[src/rtl/scr_pkg.sv]
// constants for the system configuration register block
// assumes one 100 MHz clock and an 8-bit register port
`default_nettype none
package scr_pkg;
	localparam logic [15:0] ADDR_CFG_LOW  = 16'hFF01;
	localparam logic [15:0] ADDR_CFG_HIGH = 16'hFF03;
	localparam logic [15:0] ADDR_BLINK    = 16'hFF04;
	localparam logic [15:0] ADDR_SYSCTL   = 16'hFF05;
	localparam logic [7:0]  BLINK_RST     = 8'h00;
	localparam logic [7:0]  SYSCTL_RST    = 8'h00;
	localparam logic [7:0]  BLINK_WMASK   = 8'h33;
	localparam logic [7:0]  SYSCTL_WMASK  = 8'h83;
	localparam logic [7:0]  CFG_HIGH_MASK = 8'h7F;
	localparam int FAST_LO = 4;
	localparam int SLOW_LO = 0;
	localparam int BIT_WDOG = 7;
	localparam int BIT_LOWV = 2;
	localparam int BIT_UART = 1;
	localparam int BIT_IRQ  = 0;
	localparam int BIT_DLEN = 5;
	localparam int BIT_SPEED = 4;
	localparam int BIT_PORT = 3;
	localparam logic [15:0] BRANCH_LAST = 16'h0002;
	localparam logic [15:0] DEST_11 = 16'h8000;
	localparam logic [15:0] DEST_10 = 16'h4000;
	localparam logic [15:0] DEST_01 = 16'h0033;
	localparam int CLK_HZ = 100000000;
	// fastest half period is 8 Hz: 1/16 s
	localparam int HALF_8HZ_CYC = CLK_HZ / 16;
	localparam int TICK_W = 23;
	// six phase bits: slowest half period is 32 fast halves (2 s)
	localparam int PHASE_W = 6;
endpackage : scr_pkg
`default_nettype wire

[src/rtl/scr_blink_gen.sv]
// shared blink prescaler: one phase counter for all leds
// assumes a synchronous active-low reset
`default_nettype none
module scr_blink_gen import scr_pkg::*; #(
	parameter int HALF_CYC = HALF_8HZ_CYC
) (
	input  wire logic               clk,
	input  wire logic               rst_n,
	output var  logic [PHASE_W-1:0] phase
);
	logic [TICK_W-1:0]  tick_q, tick_d;
	logic [PHASE_W-1:0] phase_q, phase_d;
	always_comb begin
		tick_d  = tick_q + 1'b1;
		phase_d = phase_q;
		if (tick_q == TICK_W'(HALF_CYC - 1)) begin
			tick_d  = '0;
			phase_d = phase_q + 1'b1;
		end
	end
	always_ff @(posedge clk) begin
		if (!rst_n) begin
			tick_q  <= '0;
			phase_q <= '0;
		end else begin
			tick_q  <= tick_d;
			phase_q <= phase_d;
		end
	end
	assign phase = phase_q;
endmodule // scr_blink_gen
`default_nettype wire

[src/rtl/scr_regs.sv]
// system configuration registers, straps, blink rates, remaps
// assumes straps stable while rst_n is low; bus per plain port
//
// Local design decision: strobed register access.
`default_nettype none
module scr_regs import scr_pkg::*; #(
	parameter int HALF_CYC = HALF_8HZ_CYC
) (
	// clock and resets
	input  wire logic        clk,
	input  wire logic        rst_n,
	input  wire logic        softReset,
	// register port
	input  wire logic [15:0] regAddr,
	input  wire logic [7:0]  regWdata,
	input  wire logic        regWrite,
	input  wire logic        regRead,
	output var  logic [7:0]  regRdata,
	// straps and status
	input  wire logic [7:0]  strapLow,
	input  wire logic [7:0]  strapHigh,
	input  wire logic        lowVoltDiff,
	input  wire logic        watchdogReset,
	// fetch substitution
	input  wire logic [15:0] fetchAddr,
	output var  logic        branchSubst,
	output var  logic [15:0] branchTarget,
	// download setup
	output var  logic        romDownloadStart,
	output var  logic        downloadFast,
	output var  logic        downloadPortSelect,
	output var  logic [2:0]  romChipAddress,
	// leds: 2-bit mode each, 00 off 01 on 10 fast 11 slow
	input  wire logic [15:0] ledMode,
	output var  logic [7:0]  ledOut,
	// pin remap
	output var  logic        resetPinDrive,
	output var  logic        uartPinRemap,
	output var  logic        extIrqPinRemap
);
	logic [7:0] cfgLow_q, cfgLow_d, cfgHigh_q, cfgHigh_d;
	logic [7:0] blink_q, blink_d, sys_q, sys_d, rdata_q, rdata_d;
	logic       seen_q, seen_d, start_q, start_d;
	logic       subst_q, subst_d, rstPin_q, rstPin_d;
	logic [15:0] target_q, target_d;
	logic [7:0] led_q, led_d;
	logic [PHASE_W-1:0] phase;
	logic fastWave, slowWave;
	logic [1:0] bsel;

	scr_blink_gen #(.HALF_CYC(HALF_CYC)) u_blink (
		.clk   (clk),
		.rst_n (rst_n),
		.phase (phase)
	);

	// phase bit k toggles every 2^k fast half periods
	always_comb begin
		fastWave = phase[blink_q[FAST_LO +: 2]];
		slowWave = phase[3'(blink_q[SLOW_LO +: 2]) + 3'd2];
	end

	assign bsel = cfgLow_q[1:0];

	always_comb begin
		// straps re-captured every reset cycle, frozen at release
		cfgLow_d  = cfgLow_q;
		cfgHigh_d = cfgHigh_q;
		blink_d   = blink_q;
		sys_d     = sys_q;
		seen_d    = 1'b1;
		start_d   = !seen_q && cfgLow_q[BIT_DLEN];
		rdata_d   = 8'h00;
		if (softReset) begin
			blink_d = BLINK_RST;
			sys_d   = sys_q & (8'h01 << BIT_WDOG);
			seen_d  = 1'b0;
			start_d = 1'b0;
		end else if (regWrite) begin
			// reserved and read-only bits never store; is software's side
			unique case (regAddr)
				ADDR_BLINK:  blink_d = regWdata & BLINK_WMASK;
				ADDR_SYSCTL: sys_d   = regWdata & SYSCTL_WMASK;
				default: ;
			endcase
		end
		if (regRead) begin
			unique case (regAddr)
				ADDR_CFG_LOW:  rdata_d = cfgLow_q;
				ADDR_CFG_HIGH: rdata_d = cfgHigh_q;
				ADDR_BLINK:    rdata_d = blink_q;
				ADDR_SYSCTL: begin
					rdata_d = sys_q;
					rdata_d[BIT_LOWV] = lowVoltDiff;
				end
				default:       rdata_d = 8'h00;
			endcase
		end
		subst_d  = (fetchAddr <= BRANCH_LAST) && (bsel != 2'b00);
		unique case (bsel)
			2'b11:   target_d = DEST_11;
			2'b10:   target_d = DEST_10;
			2'b01:   target_d = DEST_01;
			default: target_d = 16'h0000;
		endcase
		rstPin_d = watchdogReset && sys_q[BIT_WDOG];
		for (int i = 0; i < 8; i++) begin
			unique case (ledMode[2*i +: 2])
				2'b00:   led_d[i] = 1'b0;
				2'b01:   led_d[i] = 1'b1;
				2'b10:   led_d[i] = fastWave;
				default: led_d[i] = slowWave;
			endcase
		end
	end

	always_ff @(posedge clk) begin
		if (!rst_n) begin
			// hard reset: straps are sampled clocked, never as async load
			cfgLow_q  <= strapLow;
			cfgHigh_q <= strapHigh & CFG_HIGH_MASK;
			blink_q   <= BLINK_RST;
			sys_q     <= SYSCTL_RST;
			seen_q    <= 1'b0;
			start_q   <= 1'b0;
			rdata_q   <= 8'h00;
			subst_q   <= 1'b0;
			target_q  <= 16'h0000;
			rstPin_q  <= 1'b0;
			led_q     <= 8'h00;
		end else begin
			cfgLow_q  <= cfgLow_d;
			cfgHigh_q <= cfgHigh_d;
			blink_q   <= blink_d;
			sys_q     <= sys_d;
			seen_q    <= seen_d;
			start_q   <= start_d;
			rdata_q   <= rdata_d;
			subst_q   <= subst_d;
			target_q  <= target_d;
			rstPin_q  <= rstPin_d;
			led_q     <= led_d;
		end
	end

	assign regRdata           = rdata_q;
	assign branchSubst        = subst_q;
	assign branchTarget       = target_q;
	assign romDownloadStart   = start_q;
	assign downloadFast       = cfgHigh_q[BIT_SPEED];
	assign downloadPortSelect = cfgHigh_q[BIT_PORT];
	assign romChipAddress     = cfgHigh_q[2:0];
	assign ledOut             = led_q;
	assign resetPinDrive      = rstPin_q;
	assign uartPinRemap       = sys_q[BIT_UART];
	assign extIrqPinRemap     = sys_q[BIT_IRQ];

	chk_start_pulse: assert property (@(posedge clk) disable iff (!rst_n)
		romDownloadStart |=> !romDownloadStart) else $error("download start not one cycle");
	chk_start_cause: assert property (@(posedge clk) disable iff (!rst_n)
		romDownloadStart |-> cfgLow_q[BIT_DLEN]) else $error("download start without enable");
	chk_branch_window: assert property (@(posedge clk) disable iff (!rst_n)
		branchSubst |-> ($past(fetchAddr) <= 16'h0002)) else $error("substitution outside window");
	chk_branch_dest: assert property (@(posedge clk) disable iff (!rst_n)
		(branchSubst && cfgLow_q[1:0] == 2'b01) |-> branchTarget == 16'h0033)
		else $error("wrong branch target");
	chk_cfg_stable: assert property (@(posedge clk) disable iff (!rst_n)
		$stable(cfgHigh_q) && $stable(cfgLow_q)) else $error("config changed without reset");
	chk_wdog_keep: assert property (@(posedge clk) disable iff (!rst_n)
		(softReset && sys_q[7]) |=> sys_q[7]) else $error("watchdog enable lost");
	chk_wdog_pin: assert property (@(posedge clk) disable iff (!rst_n)
		(watchdogReset && sys_q[7] && !softReset) |=> resetPinDrive) else $error("reset pin idle");
	chk_lowv_read: assert property (@(posedge clk) disable iff (!rst_n)
		(regRead && regAddr == ADDR_SYSCTL) |=> regRdata[BIT_LOWV] == $past(lowVoltDiff))
		else $error("low voltage flag misread");
	chk_blink_reserved: assert property (@(posedge clk) disable iff (!rst_n)
		(blink_q & 8'hCC) == 8'h00) else $error("reserved blink bits set");
	chk_led_on: assert property (@(posedge clk) disable iff (!rst_n)
		(ledMode[1:0] == 2'b01) |=> ledOut[0]) else $error("steady led not on");

	cov_download: cover property (@(posedge clk) romDownloadStart);
	cov_subst: cover property (@(posedge clk) branchSubst);
	cov_fast_toggle: cover property (@(posedge clk) $rose(fastWave));
	cov_soft: cover property (@(posedge clk) softReset && sys_q[7]);
endmodule // scr_regs
`default_nettype wire

[config.mk]
export PLATFORM = sky130hd
export DESIGN_NAME = scr_regs
export DESIGN_NICKNAME = d
export VERILOG_FILES = /design/src/rtl/scr_pkg.sv /design/src/rtl/scr_blink_gen.sv /design/src/rtl/scr_regs.sv
export SDC_FILE = /design/constraint.sdc
export NUM_CORES = 1
export LEC_CHECK = 0
export ABC_CLOCK_PERIOD_IN_PS = 5270
export BUFFER_PORTS_ARGS = -buffer_cell sky130_fd_sc_hd__buf_2
export CAP_MARGIN = 20
export CORE_MARGIN = 3
export CORE_UTILIZATION = 50
export CTS_CLUSTER_SIZE = 25
export DETAILED_ROUTE_END_ITERATION = 7
export PLACE_DENSITY = 0.81
export SETUP_SLACK_MARGIN = 0.05
export SYNTH_ARGS = -nofsm -noshare
export SYNTH_HDL_FRONTEND = slang
export SYNTH_SLANG_ARGS = --single-unit
[constraint.sdc]
create_clock -name clk -period 5.27 [get_ports clk]
set_input_delay 1.054 -clock clk [delete_from_list [all_inputs] [get_ports clk]]
set_output_delay 1.054 -clock clk [all_outputs]
set_load 0.005 [all_outputs]
; Word-level counts from Yosys, hierarchy flattened
; Index checks and enable logic that the tools add are counted.
; Widths: inputs -> output; s select.
[totals]
reg_bits = 87
input_bits = 79
elab_cells = 80
[classes]
n_addsub = 3
n_lt_le_gt_ge = 3
eq_ne = 24
mux = 15
bitwise = 2
reduce_logical = 19
[op_table]
columns = operator, count
row1 = $eq 16x16->1 const B, 4
row2 = $pmux 16 s3, 1
row3 = $pmux 8 s4, 1
row4 = $pmux 1 s3, 8
row5 = $add 23x1->23 const B, 1
row6 = $eq 23x23->1 const B, 1
row7 = $eq 2x2->1 const B, 10
row8 = $eq 2x1->1 const B, 9
row9 = $le 16x2->1 const B, 1
row10 = $logic_not 2->1, 8
row11 = $add 6x1->6 const B, 1
row12 = $reduce_and 2->1, 3
row13 = $lt 2x4->1 const B, 1
row14 = $lt 3x4->1 const B, 1
row15 = $reduce_or 2->1, 2
row16 = $add 2x2->3 const B, 1
row17 = $bmux 1 s3, 1
row18 = $logic_and 1x1->1, 3
row19 = $mux 1, 3
row20 = $reduce_and 3->1, 1
row21 = $bmux 1 s2, 1
row22 = $not 1->1, 2
row23 = $reduce_bool 2->1, 1
row24 = $logic_not 1->1, 1

; Longest topological paths before layout
[logic_depth]
ltp_word = 4
depth_mapped = 8

; By module
; From an unflattened synthesis, not the netlist that was laid out.
[hier_totals]
hier_cells = 341
hier_area_um2 = 3390.8
[modules_own_cells]
columns = module, n_inst, cells_per_inst, area_per_inst_um2, seq_area_each_um2
row1 = scr_regs, 1, 181, 2010.7, 1051.0
row2 = scr_blink_gen, 1, 160, 1380.1, 580.6

; Worst setup path after synthesis
; Ideal clock, no wire load.
[synth_path]
path_kind = input-to-reg
from = input port regAddr[3]
to = register sys_q[7]
setup_ps = 80
arrival_ps = 2540
slack_ps = 2650
cell_stages = 5
n_path_buf = 1
path_cell_list = or3_4 or4_1 buf_2 or3_1 a21oi_1
[synth_via]
elab_chain_len = 2
[synth_lines]
columns = item, line_no
row1 = from (decl), scr_regs.sv:14  ; input wire logic [15:0] regAddr,
row2 = $eq 16x16->1, scr_regs.sv:81  ; unique case (regAddr)
row3 = $reduce_and 3->1 (no source line), -
row4 = to (signal assigned), scr_regs.sv:135  ; sys_q <= sys_d;
row5 = to (decl), scr_regs.sv:42  ; logic [7:0] blink_q, blink_d, sys_q, sys_d, rdata_q, rdata_d;
; Every way passes these cells.
; A chain may end at the register's enable or synchronous reset.

; Worst setup path in the final report
; Same ends and word-level chain as after synthesis.

==> results.ini <==
[run_status]
status=finished clean

[logic_synthesis]
syn-cell-area_um2=3270
ys_ff_latch=74
yosys_warnings=0
synth-compound-area-share_pct=10.6
avgSynthCellArea_um2=9.56
synth_xor_area_share_pct=3.48
synthCells=342
yosys.area_share.simple_pct=23.0
synth_cell_types=39
synth_area_leaders=dfxtp_1 (36%), edfxtp_1 (14%), a21oi_1 (5.4%)
netlist.area_leader.share_pct=36.1
synth_top_family_by_area=simple AND/OR/NAND/NOR gates
synthMuxAreaShare_pct=4.71
synth.yosys.seq_area_share_pct=49.9
yosys.area.top_type=dfxtp_1
yosys.area_share.adder_pct=0.765

[clock_network]
clockBufferDepth=2
hold_buffers=0
cts_sinks=74
cts_tree=built
cts.clk_slew.worst_paths_ps=80
cts_buffers=9
cts_setup_buffers=0
htreeDepth=3
root_buffer=clkbuf_8
ctsResizeCount=0
clock_latency_ps=340

[critical_path]
critPathCaptureType=flop
cp-start-kind=input port
critical_path_class=input port to flop
required_ps=5540
cp_cell_sequence=buf_2, or3_4, or4_1, or3_1, a21oi_1
slowest_stage=or4_1
cp_data_arrival_time_ps=2770
slowest_delay_ps=670
path_max_fanout=8

[drt]
vias=2812
wl_um=7230
drt_iter0_markers=110
wl_per_cell_um=14.0
drc=0
first_pass_iters=4
drt-vias-per-instance=5.43
antenna_left=0

[placement]
gp_congestion=0.798
place_ws_ps=2430
dp_cells=501
port_buffers=106
dp_hpwl_um=5280

[finish]
final.fill_count=521
layout-drive-gt1-share_pct=30.5
multiInputGateArea_um2=1430
antenna_cells=0
final_cell_mix=buf_2 (106), dfxtp_1 (59), a21oi_1 (35)
fin_util_pct=64.4
fin_cells=518
synthToLayoutAreaGrowth_pct=20.8
seq_area_um2=1630
fin_nets=519
final_common_cell=buf_2

[sta]
setup_viol_count_final=0
period_share_pct=47.3
skew_ps=6.48
setup_slack_ps=2780
fin_tns_setup_ps=0
rsz0062_at_grt=false
finalMaxSlewViolations=0
finalHoldViolations=0
fmax_mhz=401
layout_min_cycle_time_ps=2490

[power]
p_sw_mw=0.265
peakVddDrop_v=0.000219
swShare_pct=24.7
powerDensity_nw_per_um2=271
internal-power_mw=0.807
seq_power_share_pct=56.1
total_power_mw=1.07
p_leak_nw=1.62
power_frac_clock_pct=36.6
comb_power_share_pct=7.3

[die]
die_w_um=86.9
coreArea_um2=6130
ios=121
core.rowCount=28
dieArea_um2=7540
die_h_um=86.9
start_util_pct=53.3

[worst_hold_path]
min_path_type=flop to flop

[job]
max_cap_viol_count=0

[grt]
antenna_found_initial=0
use_met3_pct=5.58
busiest_layer=met2
grt_pass1_wl_um=11600
gr-usage-all-layers_pct=19.4
grt_max_degree=32
grt_overflow=0
grt_util_met2_pct=33.2
met1_usage_pct=23.1
grt_pass1_vias=2582

-- path summary, 6_finish.rpt --
| kind | start | end | slack, ps | cells after the start |
|---|---|---|---|---|
| worst max register to register | u_blink.tick_q[0] | u_blink.phase[5] | 3080 | 5 |
| worst min-delay path | seen_q | romDownloadStart | 400 | 1 |
| worst min register to register | seen_q | romDownloadStart | 400 | 1 |
| worst max-delay path | regAddr[3] | sys_q[7] | 2780 | 5 |
-- routing by layer --
| metal | share of wire [%] | wire length, um |
|---|---|---|
| met1 | 41 | 2950 |
| met2 | 50 | 3590 |
| met3 | 8.8 | 638 |
| met4 | 0.71 | 51 |
| met5 | 0 | 0 |
-- through the flow --
stage	hold WS, ps	area [um^2]
after floorplan	373	3300
after global placement	378	3750
after detailed placement	383	3750
after CTS	403	3930
after global routing	417	3950
final	403	3950
-- synth_stat cells --
master     number
clkinv_1        1
o21ai_1         1
nand4b_1        1
nor3_1          2
mux4_2          2
o2111ai_1       1
or4_1           6
mux2_2          7
and2_1          3
nor4_4          1
nor4_1          6
conb_1          1
edfxtp_1       15
or3_4           1
buf_2           5
clkbuf_1       12
buf_4          16
and3_1          6
or3_1           9
o31ai_1         5
ha_1            2
nor4b_1         2
o21ai_0        24
mux2i_1         3
nand4bb_1       1
nand2b_1        2
xor2_1         10
dfxtp_1        59
xnor2_1         3
nand4_1        13
nand3b_1       11
nor3b_1         1
nor2b_1         4
nand2_1        15
nor2_1         18
inv_1          13
nand3_1        20
and4_1          5
a21oi_1        35
-- power by group through the flow --
stage	Clock, mW	Combinational (mW)	Sequential (mW)
floorplan	0	0.0417	0.613
global placement	0	0.0745	0.614
detailed placement	0	0.0765	0.614
CTS	0.403	0.0770	0.601
global route	0.432	0.0864	0.602
finish	0.392	0.0783	0.600
-- logic make-up (layout without fill, tap and decap cells) --
kind of cell / Yosys count / after routing
AOI/OAI and AO/OA: 66 / 66
other: 1 / 10
xor gates and xnor gates: 13 / 13
muxes: 12 / 12
and+or+nand+nor: 127 / 127
adders and majority gates: 2 / 2
buffers and inverters: 47 / 139
DFF: 74 / 74
-- flip-flops by register name, indices dropped and copies added, names as in the netlist, 3 cells and up --
register	flops
u_blink.tick_q	23
cfgLow_d	8
ledOut	8
regRdata	8
cfgHigh_d	7
u_blink.phase	6
blink_q	4
branchTarget	3
sys_q	3
-- cell type report --
class | count | share of cell area [%]
clock inverter | 7 | 1.33
inverter | 14 | 1.33
clock buffer | 9 | 3.14
tap | 75 | 2.38
timing repair buffer | 109 | 14.3
sequential | 74 | 41.3
multi-input combinational | 230 | 36.2
-- worst max-delay path, delay by kind of cell --
kind                   cells  cell delay [ps]
AOI/OAI and AO/OA          1              150
and+or+nand+nor            3             1470
buffers and inverters      1              100
No activity file was read; power rests on OpenSTA's default activity.
